===== config.mk =====
export PLATFORM = sky130hd
export DESIGN_NAME = dftr_trip_manager
export DESIGN_NICKNAME = d
export VERILOG_FILES = /design/src/rtl/dftr_pkg.sv /design/src/rtl/dftr_trip_manager.sv
export SDC_FILE = /design/constraint.sdc
export NUM_CORES = 1
export LEC_CHECK = 0
export BUFFER_PORTS_ARGS = -buffer_cell sky130_fd_sc_hd__clkbuf_2
export CAP_MARGIN = 20
export CORE_ASPECT_RATIO = 1.25
export CORE_MARGIN = 2
export CORE_UTILIZATION = 45
export CTS_CLUSTER_DIAMETER = 50
export DETAILED_ROUTE_END_ITERATION = 6
export GPL_ROUTABILITY_DRIVEN = 0
export GPL_TIMING_DRIVEN = 0
export HOLD_SLACK_MARGIN = 0.08
export MAX_ROUTING_LAYER = met4
export PLACE_DENSITY_LB_ADDON = 0.1
export SETUP_SLACK_MARGIN = 0.4
export SLEW_MARGIN = 20
export SYNTH_ARGS = -nofsm -noshare
export SYNTH_HDL_FRONTEND = slang
export SYNTH_SLANG_ARGS = --single-unit
export TNS_END_PERCENT = 1

===== constraint.sdc =====
create_clock -name sys_clk -period 4.9 [get_ports sys_clk]
set_clock_uncertainty 0.2 [all_clocks]
set_input_delay 0.735 -clock sys_clk [delete_from_list [all_inputs] [get_ports sys_clk]]
set_output_delay 0.735 -clock sys_clk [all_outputs]
set_load 0.05 [all_outputs]

===== src/rtl/dftr_pkg.sv =====
package dftr_pkg;

   // Trip codes reported on the fault code output
   localparam logic [7:0] CODE_NONE = 8'h00;
   localparam logic [7:0] CODE_OC_INST = 8'h03;
   localparam logic [7:0] CODE_OVERLOAD = 8'h04;
   localparam logic [7:0] CODE_OC_CODE5 = 8'h05;
   localparam logic [7:0] CODE_EXT_TRIP = 8'h0B;
   localparam logic [7:0] CODE_RIPPLE = 8'h0D;
   localparam logic [7:0] CODE_PHASE_LOSS = 8'h0E;
   localparam logic [7:0] CODE_HW_OC = 8'h0F;
   localparam logic [7:0] CODE_HS_THERM = 8'h10;
   localparam logic [7:0] CODE_MEM_IO = 8'h11;
   localparam logic [7:0] CODE_LOOP_LOST = 8'h12;
   localparam logic [7:0] CODE_MEM_DSP = 8'h13;
   localparam logic [7:0] CODE_MOTOR_PTC = 8'h15;
   localparam logic [7:0] CODE_FAN = 8'h16;
   localparam logic [7:0] CODE_OVERTEMP = 8'h17;
   localparam logic [7:0] CODE_OUT_FAULT = 8'h1A;
   localparam logic [7:0] CODE_AUTOTUNE = 8'h29;
   localparam logic [7:0] CODE_REG_LINK = 8'h32;
   localparam logic [7:0] CODE_BUS_LINK = 8'h33;

   // Lockout, warm-up and link timeout constants, and reset values
   localparam int CLK_HZ = 200_000_000;
   localparam int LOCK_BASE_S = 2;
   localparam int LOCK_MAX_LEVEL = 5;
   localparam logic [2:0] LEVEL_RESET = 3'h0;
   localparam logic [1:0] WARM_RESET = 2'h0;
   localparam logic [1:0] WARM_CYCLES = 2'h3;
   localparam int LINK_TIMEOUT_MS = 1000;
   localparam logic [7:0] CODE_RESET = 8'h00;

   // Fault condition inputs, each a level from the sensing logic
   typedef struct packed {
      logic outOvercurrent;
      logic motorOverload;
      logic extTripOpen;
      logic busRipple;
      logic phaseLoss;
      logic hwOvercurrent;
      logic heatsinkTherm;
      logic memFaultIo;
      logic loopSignalLost;
      logic memFaultDsp;
      logic motorPtc;
      logic fanFail;
      logic internalOvertemp;
      logic outputFault;
      logic autotuneFail;
   } dftr_faults_t;

   // Reset request sources
   typedef struct packed {
      logic powerGood;
      logic enableIn;
      logic stopKey;
      logic ctrlResetBit;
   } dftr_reset_src_t;

   typedef enum logic [1:0] {
      LINK_NONE,
      LINK_REGISTER,
      LINK_FIELDBUS
   } dftr_link_t;

   typedef enum logic [1:0] {
      ST_RUN,
      ST_TRIPPED,
      ST_LOCKED
   } dftr_state_t;

endpackage : dftr_pkg


===== src/rtl/dftr_trip_manager.sv =====
// Overview of operation
// RL1: Report 13 for bus ripple and 14 for input phase loss.
// RL2: Report 15 for hardware output overcurrent, 26 for output fault.
// RL3: Report 16 heatsink thermistor, 22 fan failure, 23 internal overtemp.
// RL4: Report 17 for IO memory fault, 19 for DSP memory fault.
// RL5: Trip with 18 when the current-loop input is lost.
// RL6: Trip with 21 on motor PTC over-temperature.
// RL7: Trip with 41 when autotune motor parameters are wrong.
// RL8: Register link needs a poll within timeout, else trip 50.
// RL9: Fieldbus link needs cyclic traffic within timeout, else trip 51.
// RL10: After codes 3, 4, 5 or 15 refuse resets until lockout ends.
// RL11: Power removed then restored clears a latched trip.
// RL12: Enable input removed then reapplied requests a reset.
// RL13: Stop/reset key press requests a reset.
// RL14: Control-word reset bit rising 0 to 1 requests a reset; taken only while linkMode is not LINK_NONE.
// RL15: Lockout 2, 4, 8, 16, 32 s, then 64 s for later trips.
// RL16: Requests during lockout are dropped; trip counter saturates.
// RL17: Code 00 means no fault; code 03 instantaneous overcurrent.
// RL18: Code 04 after sustained current above rated motor setting.
// RL19: Code 11 when the external trip contact on input 3 opens.
`timescale 1ns/1ps
`default_nettype none
module dftr_trip_manager
   import dftr_pkg::*;
#(
   parameter int LOCK_BASE_CYCLES = LOCK_BASE_S * CLK_HZ,
   parameter int LINK_TIMEOUT_CYCLES = LINK_TIMEOUT_MS * (CLK_HZ / 1000)
) (
   // Clock and reset
   input wire logic sys_clk,
   input wire logic rst,
   // Fault sensing levels from the pins
   input wire dftr_pkg::dftr_faults_t faultsIn,
   // Reset request sources from the pins
   input wire dftr_pkg::dftr_reset_src_t resetSrcIn,
   // Control link supervision
   input wire dftr_pkg::dftr_link_t linkMode,
   input wire logic linkActivity,
   // Status
   output logic [7:0] faultCode,
   output logic tripped,
   output logic lockoutActive,
   output logic resetRefused
);
   import dftr_pkg::*;

   // Refuse counts the counters cannot hold
   if (LOCK_BASE_CYCLES < 1) begin : g_bad_lock
      $error("dftr_trip_manager: lockout base must be at least one cycle");
   end
   if (LINK_TIMEOUT_CYCLES < 1) begin : g_bad_link
      $error("dftr_trip_manager: link timeout must be at least one cycle");
   end
   if (LOCK_MAX_LEVEL > 7) begin : g_bad_level
      $error("dftr_trip_manager: trip level must fit three bits");
   end

   // Two-stage synchronisers for every pin input except linkMode
   localparam int NSYNC = $bits(dftr_faults_t) + $bits(dftr_reset_src_t) + 1;
   logic [NSYNC-1:0] syncA_reg;
   logic [NSYNC-1:0] syncB_reg;
   always_ff @(posedge sys_clk) begin
      if (rst) begin
         syncA_reg <= '0;
      end else begin
         syncA_reg <= {faultsIn, resetSrcIn, linkActivity};
      end
   end

   always_ff @(posedge sys_clk) begin
      if (rst) begin
         syncB_reg <= '0;
      end else begin
         syncB_reg <= syncA_reg;
      end
   end

   dftr_faults_t flt;
   dftr_reset_src_t rsrc;
   logic linkAct;
   assign {flt, rsrc, linkAct} = syncB_reg;

   // Previous values for edge detection on reset sources and link activity
   dftr_reset_src_t rsrcPrev_reg;
   logic linkActPrev_reg;
   always_ff @(posedge sys_clk) begin
      if (rst) begin
         rsrcPrev_reg <= '0;
      end else begin
         rsrcPrev_reg <= rsrc;
      end
   end

   always_ff @(posedge sys_clk) begin
      if (rst) begin
         linkActPrev_reg <= 1'b0;
      end else begin
         linkActPrev_reg <= linkAct;
      end
   end

   // Edges ignored until syncs and history hold pin values, else a
   // high idle level reads as a request right after reset
   logic [1:0] warm_reg;
   logic warmDone;
   always_ff @(posedge sys_clk) begin
      if (rst) begin
         warm_reg <= WARM_RESET;
      end else if (!warmDone) begin
         warm_reg <= warm_reg + 2'h1;
      end
   end
   assign warmDone = warm_reg == WARM_CYCLES;

   // Rising edge of a synchronised level against its history
   function automatic logic rise_edge(input logic now, input logic prev);
      return now & ~prev;
   endfunction : rise_edge

   logic powerUp;
   logic resetReq;
   // Power restore is a rising edge of the supply-good level
   assign powerUp = warmDone
      & rise_edge(rsrc.powerGood, rsrcPrev_reg.powerGood); // [RL11]
   // Enable reapplied, after its removal, as a rising edge
   assign resetReq = warmDone
      & (rise_edge(rsrc.enableIn, rsrcPrev_reg.enableIn) // [RL12]
         | rise_edge(rsrc.stopKey, rsrcPrev_reg.stopKey) // [RL13]
         | (rise_edge(rsrc.ctrlResetBit, rsrcPrev_reg.ctrlResetBit)
            & (linkMode != LINK_NONE))); // [RL14]

   // Link watchdog: any activity edge restarts the count
   logic [31:0] linkCnt_reg;
   logic linkTimeout;
   always_ff @(posedge sys_clk) begin
      if (rst || linkMode == LINK_NONE || (linkAct ^ linkActPrev_reg)) begin
         linkCnt_reg <= '0;
      end else if (!linkTimeout) begin
         linkCnt_reg <= linkCnt_reg + 32'h0000_0001;
      end
   end
   assign linkTimeout = linkCnt_reg >= 32'(LINK_TIMEOUT_CYCLES);

   // Link loss only counts while that link is the control source
   function automatic logic [7:0] link_code(input logic lt,
                                            input dftr_link_t lm);
      logic [7:0] c;
      c = CODE_NONE;
      if (lt) begin
         case (lm)
            LINK_REGISTER: c = CODE_REG_LINK; // [RL8]
            LINK_FIELDBUS: c = CODE_BUS_LINK; // [RL9]
            default: c = CODE_NONE;
         endcase
      end
      return c;
   endfunction : link_code

   // Priority encode: earliest listed condition wins
   function automatic logic [7:0] pick_code(input dftr_faults_t f,
                                            input logic lt,
                                            input dftr_link_t lm);
      logic [7:0] c;
      c = CODE_NONE; // [RL17]
      if (f.hwOvercurrent) c = CODE_HW_OC; // [RL2]
      else if (f.outOvercurrent) c = CODE_OC_INST; // [RL17]
      else if (f.motorOverload) c = CODE_OVERLOAD; // [RL18]
      else if (f.outputFault) c = CODE_OUT_FAULT; // [RL2]
      else if (f.busRipple) c = CODE_RIPPLE; // [RL1]
      else if (f.phaseLoss) c = CODE_PHASE_LOSS; // [RL1]
      else if (f.heatsinkTherm) c = CODE_HS_THERM; // [RL3]
      else if (f.fanFail) c = CODE_FAN; // [RL3]
      else if (f.internalOvertemp) c = CODE_OVERTEMP; // [RL3]
      else if (f.memFaultIo) c = CODE_MEM_IO; // [RL4]
      else if (f.memFaultDsp) c = CODE_MEM_DSP; // [RL4]
      else if (f.loopSignalLost) c = CODE_LOOP_LOST; // [RL5]
      else if (f.motorPtc) c = CODE_MOTOR_PTC; // [RL6]
      else if (f.autotuneFail) c = CODE_AUTOTUNE; // [RL7]
      else if (f.extTripOpen) c = CODE_EXT_TRIP; // [RL19]
      else c = link_code(lt, lm); // [RL8] [RL9]
      return c;
   endfunction : pick_code

   function automatic logic is_lock_code(input logic [7:0] c);
      return c == CODE_OC_INST || c == CODE_OVERLOAD
         || c == CODE_OC_CODE5 || c == CODE_HW_OC; // [RL10]
   endfunction : is_lock_code

   logic [7:0] newCode;
   assign newCode = pick_code(flt, linkTimeout, linkMode);

   // Trip state and latched code
   dftr_state_t state_reg;
   logic [7:0] code_reg;
   logic [2:0] level_reg;
   logic [37:0] lockCnt_reg;
   logic lockDone;
   assign lockDone = lockCnt_reg == '0;

   // Lockout length doubles per trip up to the sixth level
   function automatic logic [37:0] lock_len(input logic [2:0] lvl);
      return 38'(LOCK_BASE_CYCLES) << lvl; // [RL15]
   endfunction : lock_len

   always_ff @(posedge sys_clk) begin
      if (rst) begin
         state_reg <= ST_RUN;
      end else if (powerUp) begin
         // Full power cycle clears the trip but not the lockout count
         state_reg <= ST_RUN; // [RL11]
      end else begin
         case (state_reg)
            ST_RUN: begin
               if (newCode != CODE_NONE) begin
                  state_reg <= is_lock_code(newCode) ? ST_LOCKED
                                                     : ST_TRIPPED; // [RL10]
               end
            end
            ST_TRIPPED: begin
               if (resetReq) begin
                  state_reg <= ST_RUN;
               end
            end
            ST_LOCKED: begin
               // Requests are dropped, not remembered, while locked
               if (lockDone) begin
                  state_reg <= ST_TRIPPED; // [RL16]
               end
            end
            default: begin
               state_reg <= ST_RUN;
            end
         endcase
      end
   end

   // Latched code follows the same accept and clear events
   always_ff @(posedge sys_clk) begin
      if (rst) begin
         code_reg <= CODE_RESET;
      end else if (powerUp) begin
         code_reg <= CODE_NONE; // [RL11]
      end else if (state_reg == ST_RUN && newCode != CODE_NONE) begin
         code_reg <= newCode; // [RL17]
      end else if (state_reg == ST_TRIPPED && resetReq) begin
         code_reg <= CODE_NONE;
      end
   end

   // A lockout starts on the edge that latches a lockout code
   logic lockStart;
   assign lockStart = state_reg == ST_RUN && !powerUp
      && is_lock_code(newCode); // [RL10]

   // Trip counter saturates so later trips all get the longest delay
   always_ff @(posedge sys_clk) begin
      if (rst) begin
         level_reg <= LEVEL_RESET;
      end else if (lockStart && level_reg < 3'(LOCK_MAX_LEVEL)) begin
         level_reg <= level_reg + 3'h1; // [RL16]
      end
   end

   // Keeps counting through a power cycle, though the power cycle still ends ST_LOCKED at once
   always_ff @(posedge sys_clk) begin
      if (rst) begin
         lockCnt_reg <= '0;
      end else if (lockStart) begin
         lockCnt_reg <= lock_len(level_reg); // [RL15]
      end else if (!lockDone) begin
         lockCnt_reg <= lockCnt_reg - 38'h00_0000_0001;
      end
   end

   // Registered outputs, one flop each
   always_ff @(posedge sys_clk) begin
      if (rst) begin
         faultCode <= CODE_RESET;
      end else begin
         faultCode <= code_reg;
      end
   end

   always_ff @(posedge sys_clk) begin
      if (rst) begin
         tripped <= 1'b0;
      end else begin
         tripped <= state_reg != ST_RUN;
      end
   end

   always_ff @(posedge sys_clk) begin
      if (rst) begin
         lockoutActive <= 1'b0;
      end else begin
         lockoutActive <= state_reg == ST_LOCKED;
      end
   end

   always_ff @(posedge sys_clk) begin
      if (rst) begin
         resetRefused <= 1'b0;
      end else begin
         resetRefused <= state_reg == ST_LOCKED && resetReq; // [RL10]
      end
   end

endmodule : dftr_trip_manager
`default_nettype wire


Word-level counts from Yosys, hierarchy flattened
Index checks and enable logic that the tools add are counted.
- output and inout port bits: 11
- flip-flop bits (word level): 141
- word-level logic and storage cells: 98
- add/sub/neg operators: 4
- bitwise operators: 14
- shifts and indexed selects: 1
- equal/unequal tests: 13
- $lt $le $gt $ge: 2
- reduce and logical (&&, ||, !) cells: 21
- muxes and demuxes: 26
- operator list (operator ; count):
    6-bit two-way mux ; 16
    38-bit two-way mux ; 2
    38-bit zero test ; 1
    29-bit by 3-bit left shift with 38-bit output, first input constant ; 1
    38-bit by 1-bit subtractor with 38-bit output, second input constant ; 1
    32-bit by 1-bit adder with 32-bit output, second input constant ; 1
    32-bit by 28-bit >= comparator with 1-bit output, second input constant ; 1
    8-bit by 3-bit equality test with 1-bit output, second input constant ; 2
    8-bit two-way mux ; 2
    6-bit case mux with 2 select lines ; 1
    8-bit by 2-bit equality test with 1-bit output, second input constant ; 1
    8-bit by 4-bit equality test with 1-bit output, second input constant ; 1
    2-bit two-way mux ; 4
    8-bit nonzero test ; 1
    1-bit bitwise AND ; 7
    2-bit equality test, second input constant ; 3
    1-bit logical AND ; 6
    2-bit != test, second input constant ; 3
    2-bit case mux with 3 select lines ; 1
    2-bit nonzero test ; 3
    1-bit logical OR ; 5
    2-bit by 1-bit equality test with 1-bit output, second input constant ; 2
    2-bit zero test ; 2
    1-bit inverter ; 4
    other kinds (9) ; 10

Longest topological paths before layout
Gate-level depths: netlist of the first run.
- depth after elaboration: 25
- depth in mapped cells: 12
- depth with buffers taken out: 10

Least setup slack after synthesis of the first run
No wires, ideal clock.
- path type: input -> register
- from: input linkMode[0]
- to: register lockCnt_reg[26]
- slack: 2075 ps
- arrival time: 2502 ps
- data required time: 4577 ps
- cell stages on the path: 9
- path buffers: 1
- setup time: 123 ps
- cells stage by stage: inv_1 > ha_1 > o311ai_0 > a31oi_1 > nor3_1 > o21ai_4 > nor2_2 > buf_4 > mux2_1
- word-level cells in the longest chain between the ends: 24
- elaborated cells on any way between the ends: 29
- RTL lines (item ; RTL line ; source):
    start: declaration ; dftr_trip_manager.sv:37 ; input wire dftr_pkg::dftr_link_t linkMode,
    2-bit equality test / 2-bit by 1-bit equality test with 1-bit output (equally long branches) ; dftr_trip_manager.sv:150 ; case (lm)
    6-bit case mux with 2 select lines * ; dftr_trip_manager.sv:150 ;
    6-bit two-way mux * ; dftr_trip_manager.sv:149 ; if (lt) begin
    6-bit two-way mux * ; dftr_trip_manager.sv:179 ; else if (f.extTripOpen) c = CODE_EXT_TRIP;
    6-bit two-way mux * ; dftr_trip_manager.sv:178 ; else if (f.autotuneFail) c = CODE_AUTOTUNE;
    6-bit two-way mux * ; dftr_trip_manager.sv:177 ; else if (f.motorPtc) c = CODE_MOTOR_PTC;
    6-bit two-way mux * ; dftr_trip_manager.sv:176 ; else if (f.loopSignalLost) c = CODE_LOOP_LOST;
    6-bit two-way mux * ; dftr_trip_manager.sv:175 ; else if (f.memFaultDsp) c = CODE_MEM_DSP;
    (+8 left out) ; -- ;
    6-bit two-way mux * ; dftr_trip_manager.sv:166 ; else if (f.outOvercurrent) c = CODE_OC_INST;
    6-bit two-way mux * ; dftr_trip_manager.sv:165 ; if (f.hwOvercurrent) c = CODE_HW_OC;
    8-bit by 2-bit equality test with 1-bit output / 8-bit by 3-bit equality test with 1-bit output (equally long branches) ; dftr_trip_manager.sv:185 ; return c == CODE_OC_INST || c == CODE_OVERLOAD
    1-bit logical OR ; dftr_trip_manager.sv:185 ;
    1-bit logical OR ; dftr_trip_manager.sv:186 ; || c == CODE_OC_CODE5 || c == CODE_HW_OC;
    1-bit logical OR * ; dftr_trip_manager.sv:186 ;
    1-bit logical AND * ; dftr_trip_manager.sv:253 ; && is_lock_code(newCode);
    2-bit by 1-bit != test with 1-bit output (no source line) / 38-bit two-way mux (equally long branches) ; -- ;
    end signal: assignment ; dftr_trip_manager.sv:269 ; lockCnt_reg <= lock_len(level_reg);
    end signal: assignment ; dftr_trip_manager.sv:271 ; lockCnt_reg <= lockCnt_reg - 38'h00_0000_0001;
    end: declaration ; dftr_trip_manager.sv:196 ; logic [37:0] lockCnt_reg;
Mark *: on every way between the ends. The rest lies on a longest branch, timed or not.
A chain may end at the register's enable or synchronous reset.

Worst setup path in the final report of the first run
- from: register linkCnt_reg[11]
- to: register lockCnt_reg[27]
- word-level cells in the longest chain between the ends: 23
- elaborated cells on any way between the ends: 27
- RTL lines (item ; RTL line ; source):
    start: declaration ; dftr_trip_manager.sv:133 ; logic [31:0] linkCnt_reg;
    start signal: assignment ; dftr_trip_manager.sv:139 ; linkCnt_reg <= linkCnt_reg + 32'h0000_0001;
    32-bit by 28-bit >= comparator with 1-bit output * ; dftr_trip_manager.sv:142 ; assign linkTimeout = linkCnt_reg >= 32'(LINK_TIMEOUT_CYCLES);
    6-bit two-way mux * ; dftr_trip_manager.sv:149 ;
    6-bit two-way mux * ; dftr_trip_manager.sv:179 ;
    6-bit two-way mux * ; dftr_trip_manager.sv:178 ;
    6-bit two-way mux * ; dftr_trip_manager.sv:177 ;
    6-bit two-way mux * ; dftr_trip_manager.sv:176 ;
    6-bit two-way mux * ; dftr_trip_manager.sv:175 ;
    6-bit two-way mux * ; dftr_trip_manager.sv:174 ; else if (f.memFaultIo) c = CODE_MEM_IO;
    (+7 left out) ; -- ;
    6-bit two-way mux * ; dftr_trip_manager.sv:166 ;
    6-bit two-way mux * ; dftr_trip_manager.sv:165 ;
    8-bit by 2-bit equality test with 1-bit output / 8-bit by 3-bit equality test with 1-bit output (equally long branches) ; dftr_trip_manager.sv:185 ;
    1-bit logical OR ; dftr_trip_manager.sv:185 ;
    1-bit logical OR ; dftr_trip_manager.sv:186 ;
    1-bit logical OR * ; dftr_trip_manager.sv:186 ;
    1-bit logical AND * ; dftr_trip_manager.sv:253 ;
    2-bit by 1-bit != test with 1-bit output (no source line) / 38-bit two-way mux (equally long branches) ; -- ;
Marks and branches as above.

==> results of run 1 <==
-- power by group through the flow --
stage	registers (uW)	clock network (uW)	logic (uW)
after detailed placement	1410	0	956
after global routing	1410	1360	1060
after CTS	1390	1310	963
final	1390	1290	954
after global placement	1410	0	933
after floorplan	1400	0	756
-- final cells by class --
cell class | instances | area (sq um) | area share
Multi-Input combinational cell | 492 | 3270 | 0.451
Clock inverter | 11 | 149 | 0.0206
Timing Repair Buffer | 32 | 160 | 0.0221
Inverter | 28 | 105 | 0.0145
Buffer | 30 | 150 | 0.0207
Clock buffer | 20 | 447 | 0.0617
Tap cell | 175 | 219 | 0.0302
Sequential cell | 137 | 2740 | 0.379
-- per-stage QoR --
step / hold slack [ns] / cell area [sq um] / total power, uW / utilization
CTS: 0.229 / 7240 / 3670 / 0.529
finish: 0.227 / 7240 / 3630 / 0.529
floorplan: 0.208 / 6270 / 2160 / -
global route: 0.255 / 7240 / 3840 / 0.529
global placement: 0.215 / 6650 / 2340 / 0.485
detailed placement: 0.220 / 6650 / 2370 / 0.485
-- metal layers --
layer	wire length (microns)	track usage	vias up
met5	0	-	-
met3	409	0.0508	29
met1	5880	0.222	2278
met2	6840	0.329	84
li1	-	-	2452
met4	329	0.0851	0
-- worst max-delay path by stage --
stage          cells past startpoint            start              end
2_1_floorplan                      9      linkMode[0]  lockCnt_reg[26]
3_3_place_gp                      10  linkCnt_reg[11]  lockCnt_reg[20]
3_5_place_dp                      10  linkCnt_reg[11]  lockCnt_reg[20]
4_1_cts                           10  linkCnt_reg[11]  lockCnt_reg[20]
5_1_grt                           10  linkCnt_reg[11]  lockCnt_reg[30]
6_report                           9  linkCnt_reg[11]  lockCnt_reg[27]
-- worst reg2reg max path, stage by stage (launching register included) --
cell       delay, ns
dfxtp_1         0.35
nor4_1          0.39
a2111oi_2       0.17
o311ai_0        0.46
a31oi_1         0.27
nor3_1          0.39
o21ai_4         0.19
nor2_2          0.18
buf_4           0.23
mux2_1          0.34
-- cell families (layout without fill, tap and decap cells) --
| kind of cell | Yosys count | count (layout) | share of synthesized area |
|---|---|---|---|
| muxes | 25 | 25 | 0.0425 |
| AOI/OAI and AO/OA | 71 | 71 | 0.0843 |
| other | 1 | 2 | 0.000599 |
| buffers and inverters | 58 | 121 | 0.0408 |
| adders and majority gates | 16 | 16 | 0.0320 |
| xor gates and xnor gates | 59 | 59 | 0.0825 |
| and+or+nand+nor | 319 | 319 | 0.279 |
| DFF | 137 | 137 | 0.438 |
-- cell usage in the layout (no fill, tap or decap), types with 4 or more instances in the layout --
master	count
nand3_1	17
dfxtp_1	137
mux2i_1	12
clkbuf_16	17
clkbuf_2	32
o31ai_1	6
nand4_1	8
nor3b_1	4
o21ai_0	10
inv_1	27
nor3_1	20
a21oi_1	17
or4_1	9
nand3b_1	6
nor4_1	15
mux2_1	13
nor2b_1	54
nor3_2	11
xor2_1	30
nor2_1	83
xnor2_1	29
ha_1	16
clkbuf_1	21
nand2_1	50
and2_1	4
nand2b_1	5
and3_1	6
or3_1	10
==> results.py, run 1 <==
metrics = {
    "critical_path": {
        "critPathArrivalTime_ns": 3.39,
        "critPathLaunchType": "register",
        "required_ns": 5.00,
        "r2r_end": "lockCnt_reg[27]",
        "reg2reg_setup_slack_ns": 1.61,
        "r2r_cells": 9,
        "crit_chain": "nor4_1 > a2111oi_2 > o311ai_0 > a31oi_1 > nor3_1 > o21ai_4 > nor2_2 > buf_4 > mux2_1",
        "r2r-start": "linkCnt_reg[11]",
        "path_class": "reg -> reg",
        "path_max_fanout": 10,
        "crit_buf_inv": 1,
        "end_kind": "register",
        "cpLargestDelayFamily": "compound AO/OA/AOI/OAI gates",
        "cpPeakStageDelay_ns": 0.46,
        "cp_slowest_cell": "o311ai_0",
    },
    "run": {
        "drv_cap": 0,
    },
    "die": {
        "die_h_microns": 136,
        "dieArea_sq_um": 14900,
        "die_x_microns": 110,
        "initial_core_util": 0.457,
        "coreArea_sq_um": 13700,
        "rows": 48,
        "io_pins": 35,
    },
    "cts": {
        "htree_levels": 4,
        "root_buffer": "clkbuf_16",
        "clockBufferDepth": 2,
        "cts_sinks": 137,
        "cts_hold_buf": 0,
        "worst_skew_pair.late_latency_ns": 0.42,
        "path_clk_slew_ns": 0.06,
        "cts_buffers": 17,
        "cts_resized": 0,
        "cts_tree": "built",
        "post_cts.repair.setup_buffers": 0,
    },
    "synth": {
        "synth_top_cell_area_share": 0.438,
        "syn_area_sq_um": 6260,
        "ys_ff_latch": 137,
        "synth_edf_count": 0,
        "yosysMostFrequentCell": "dfxtp_1",
        "synthFlopType": "dfxtp_1",
        "yosysTopAreaCell": "dfxtp_1",
        "ys_types": 66,
        "synth_area_leaders": "dfxtp_1 44%, nor2b_1 5.4%, nor2_1 5.0%",
        "postSynth.asyncResetShare": 0,
        "ys.warnings.count": 0,
        "syn_inst": 686,
        "netlist_top_cells_count": "137 x dfxtp_1, 83 x nor2_1, 54 x nor2b_1, 50 x nand2_1, 30 x xor2_1",
        "synth_seq_area_share": 0.438,
        "synth.avg_cell_area_sq_um": 9.13,
    },
    "route": {
        "drcViolationCount": 0,
        "first_pass_iters": 5,
        "drtIter0Drc": 253,
        "vias": 4843,
        "wl_microns": 13500,
        "wl_per_cell_microns": 14.5,
        "drt-vias-per-instance": 5.24,
        "ant_nets": 0,
    },
    "power": {
        "power_switching_uw": 1160,
        "combPwrFrac": 0.263,
        "peakVddDrop_uv": 234,
        "p_leak_uw": 0.00281,
        "p_clk_frac": 0.354,
        "p_int_uw": 2480,
        "p_seq_frac": 0.384,
        "powerDensity_nw_per_um2": 502,
        "netSwitchingFraction": 0.318,
    },
    "grt": {
        "gr-total-overflow": 0,
        "antenna_found_initial": 0,
        "grt_max_degree": 17,
        "grt_pass1_vias": 4679,
        "grt_first_pass_wirelength_microns": 22100,
        "track_usage": 0.198,
    },
    "worst_hold_path": {
        "min_path_cells": 2,
        "min_to": "linkCnt_reg[30]",
        "hold_path_class": "reg -> reg",
        "hp-start": "linkCnt_reg[30]",
    },
    "sta": {
        "drv_slew": 0,
        "layout_min_cycle_time_ns": 3.29,
        "worst_pin_slew_ns": 0.921,
        "setup_viol": 0,
        "timing.final.ws_setup_ns": 1.61,
        "slew_headroom": 0.381,
        "fin_setup_tns_ns": 0,
        "hold_viol": 0,
        "rsz0062_at_grt": "false",
        "post-route-period-util": 0.671,
        "fmax_mhz": 304,
    },
    "cells_and_area": {
        "layoutNonFillerInstCount": 925,
        "n_antenna_cell": 0,
        "drive_gt1_frac": 0.128,
        "fill_cells": 1279,
        "area_growth_syn_to_layout_pct": 15.6,
        "final_nets": 778,
        "largest_reg_flops": 38,
    },
    "place": {
        "hpwl_microns": 9890,
        "io_buffer_count": 32,
        "dp_cells": 894,
        "pre_cts_slack_ns": 1.61,
    },
    "status": {
        "status": "finished clean",
    },
}
No activity file was read; power rests on OpenSTA's default activity.
==> run 2: changes to the inputs <==
- ABC_AREA: not set -> 1
- clock period: 4.9 -> 2.65 ns (I/O delays scaled with it)
==> results.py, run 2 <==
metrics = {
    "synth": {
        "yosysMostFrequentCell": "nor2_1",
        "netlist_top_cells_count": "169 x nor2_1, 146 x inv_1, 137 x dfxtp_1, 131 x nand2_1, 52 x a21oi_1",
        "synth_area_leaders": "dfxtp_1 43%, nor2_1 10%, inv_1 8.7%",
        "postSynth.asyncResetShare": 0,
        "ys.warnings.count": 0,
        "syn_inst": 880,
        "synth_edf_count": 0,
        "synth_top_cell_area_share": 0.434,
        "yosysTopAreaCell": "dfxtp_1",
        "ys_ff_latch": 137,
        "syn_area_sq_um": 6320,
        "synthFlopType": "dfxtp_1",
        "synth.avg_cell_area_sq_um": 7.19,
        "synth_seq_area_share": 0.434,
        "ys_types": 46,
    },
    "critical_path": {
        "startpoint": "warm_reg[0]",
        "critPathLaunchType": "register",
        "path_class": "reg -> reg",
        "end_kind": "register",
        "r2r_end": "lockCnt_reg[6]",
        "r2r_cells": 8,
        "r2r-start": "warm_reg[0]",
        "reg2reg_setup_slack_ns": 0.32,
        "critPathArrivalTime_ns": 2.45,
        "path_max_fanout": 10,
        "required_ns": 2.77,
    },
    "worst_hold_path": {
        "min_path_cells": 4,
        "min_to": "state_reg[0]",
        "hold_path_class": "in -> reg",
        "hp-start": "rst",
    },
    "grt": {
        "track_usage": 0.207,
        "grt_first_pass_wirelength_microns": 23400,
        "grt_max_degree": 17,
        "antenna_found_initial": 0,
        "grt_pass1_vias": 5194,
        "gr-total-overflow": 0,
    },
    "cts": {
        "cts_tree": "built",
        "clockBufferDepth": 2,
        "cts_buffers": 17,
        "worst_skew_pair.late_latency_ns": 0.42,
        "cts_sinks": 137,
        "htree_levels": 4,
        "path_clk_slew_ns": 0.06,
        "root_buffer": "clkbuf_16",
    },
    "status": {
        "status": "finished clean",
    },
    "route": {
        "vias": 5475,
        "drt-vias-per-instance": 4.73,
        "drcViolationCount": 0,
        "wl_microns": 13800,
        "wl_per_cell_microns": 12.0,
        "ant_nets": 0,
        "drtIter0Drc": 250,
        "first_pass_iters": 4,
    },
    "place": {
        "dp_cells": 1089,
        "io_buffer_count": 32,
        "hpwl_microns": 9860,
    },
    "sta": {
        "drv_slew": 0,
        "hold_viol": 0,
        "rsz0062_at_grt": "true",
        "worst_pin_slew_ns": 0.545,
        "layout_min_cycle_time_ns": 2.33,
        "fmax_mhz": 430,
        "setup_viol": 0,
        "fin_setup_tns_ns": 0,
        "post-route-period-util": 0.878,
        "slew_headroom": 0.637,
    },
    "die": {
        "die_x_microns": 110,
        "initial_core_util": 0.460,
        "dieArea_sq_um": 15000,
        "io_pins": 35,
        "coreArea_sq_um": 13800,
        "rows": 48,
        "die_h_microns": 137,
    },
    "cells_and_area": {
        "largest_reg_flops": 38,
        "most-common-layout-cells": "160 x nor2_1, 141 x inv_1, 131 x dfxtp_1, 124 x nand2_1, 50 x a21oi_1",
        "layoutNonFillerInstCount": 1157,
        "n_antenna_cell": 0,
        "layout_commonest_cell": "nor2_1",
        "area_growth_syn_to_layout_pct": 24.1,
        "final_nets": 1010,
        "drive_gt1_frac": 0.177,
    },
    "power": {
        "p_leak_uw": 0.00344,
        "powerDensity_nw_per_um2": 883,
        "peakVddDrop_uv": 588,
    },
    "run": {
        "drv_cap": 0,
    },
}
[run 2: cell types whose count changed after synthesis, moves of 21 or more]
cell | before | now
o21ai_0 | 10 | 31
nor2_1 | 83 | 169
a21oi_1 | 17 | 52
nor2b_1 | 54 | 0
inv_1 | 27 | 146
nand2_1 | 50 | 131
[run 2: through the flow]
step                      worst slack (ns)   util  power, uW  area [sq um]  hold slack (ns)
after global placement              -0.973  0.488       4500          6710            0.190
final                                0.322  0.571       6930          7850            0.124
after global routing                 0.152  0.571       7400          7850            0.153
after floorplan                      0.435      -       4100          6330            0.188
after detailed placement            0.0141  0.489       4520          6720            0.192
after CTS                            0.336  0.562       6940          7730            0.107
[run 2: critical path: stages, from the launching register on]
cell and delay [ns]:
dfxtp_1 0.35, ha_1 0.20, inv_1 0.09, nor3_1 0.42, nor2_4 0.11, inv_2 0.12, clkbuf_2 0.28, nand2_2 0.20
a311oi_1 0.26
[run 2: area by class of cell]
cell class / count / area (sq um)
clock inverter: 13 / 125
fill: 1344 / 5910
multi-input combinational: 572 / 3160
timing repair buffer: 70 / 495
clock buffer: 18 / 429
buffer: 18 / 93.8
tap: 175 / 219
sequential: 137 / 2750
inverter: 154 / 578
[run 2: kinds of logic after synthesis]
family / share of synthesized area
and+or+nand+nor: 0.307
buffers and inverters: 0.104
DFF: 0.434
AOI/OAI and AO/OA: 0.0918
xor gates and xnor gates: 0.0319
adders and majority gates: 0.0317
other: 0.000593
[run 2: power breakdown]
group / leakage (uW) / total, uW / internal (uW) / switching (uW)
Clock: 0.000267 / 2210 / 1290 / 916
Sequential: 0.00112 / 2600 / 2340 / 260
Combinational: 0.00205 / 2120 / 834 / 1290
[run 2: how the worst max path moves through the flow]
stage	endpoint	depth (start not counted)
after floorplan	linkCnt_reg[5]	6
after detailed placement	lockCnt_reg[6]	8
after global routing	lockCnt_reg[34]	15
final	lockCnt_reg[6]	8
after CTS	linkCnt_reg[26]	13
after global placement	linkCnt_reg[5]	7
[run 2: layer usage]
| metal | up-vias | track usage | share of wire |
|---|---|---|---|
| met4 | 0 | 0.0774 | 0.014 |
| met1 | 2450 | 0.236 | 0.44 |
| li1 | 2948 | - | - |
| met2 | 63 | 0.351 | 0.52 |
| met5 | - | - | 0 |
| met3 | 14 | 0.0462 | 0.025 |
[run 2: what timing repair did]
item / CTS / global route
gates resized for setup: 44 / 22
hold buffers: 20 / 0
pin swaps: 14 / 8
endpoints found under the hold margin: 20 / 0
buffers inserted: 13 / 4
setup endpoints to repair: 55 / 59
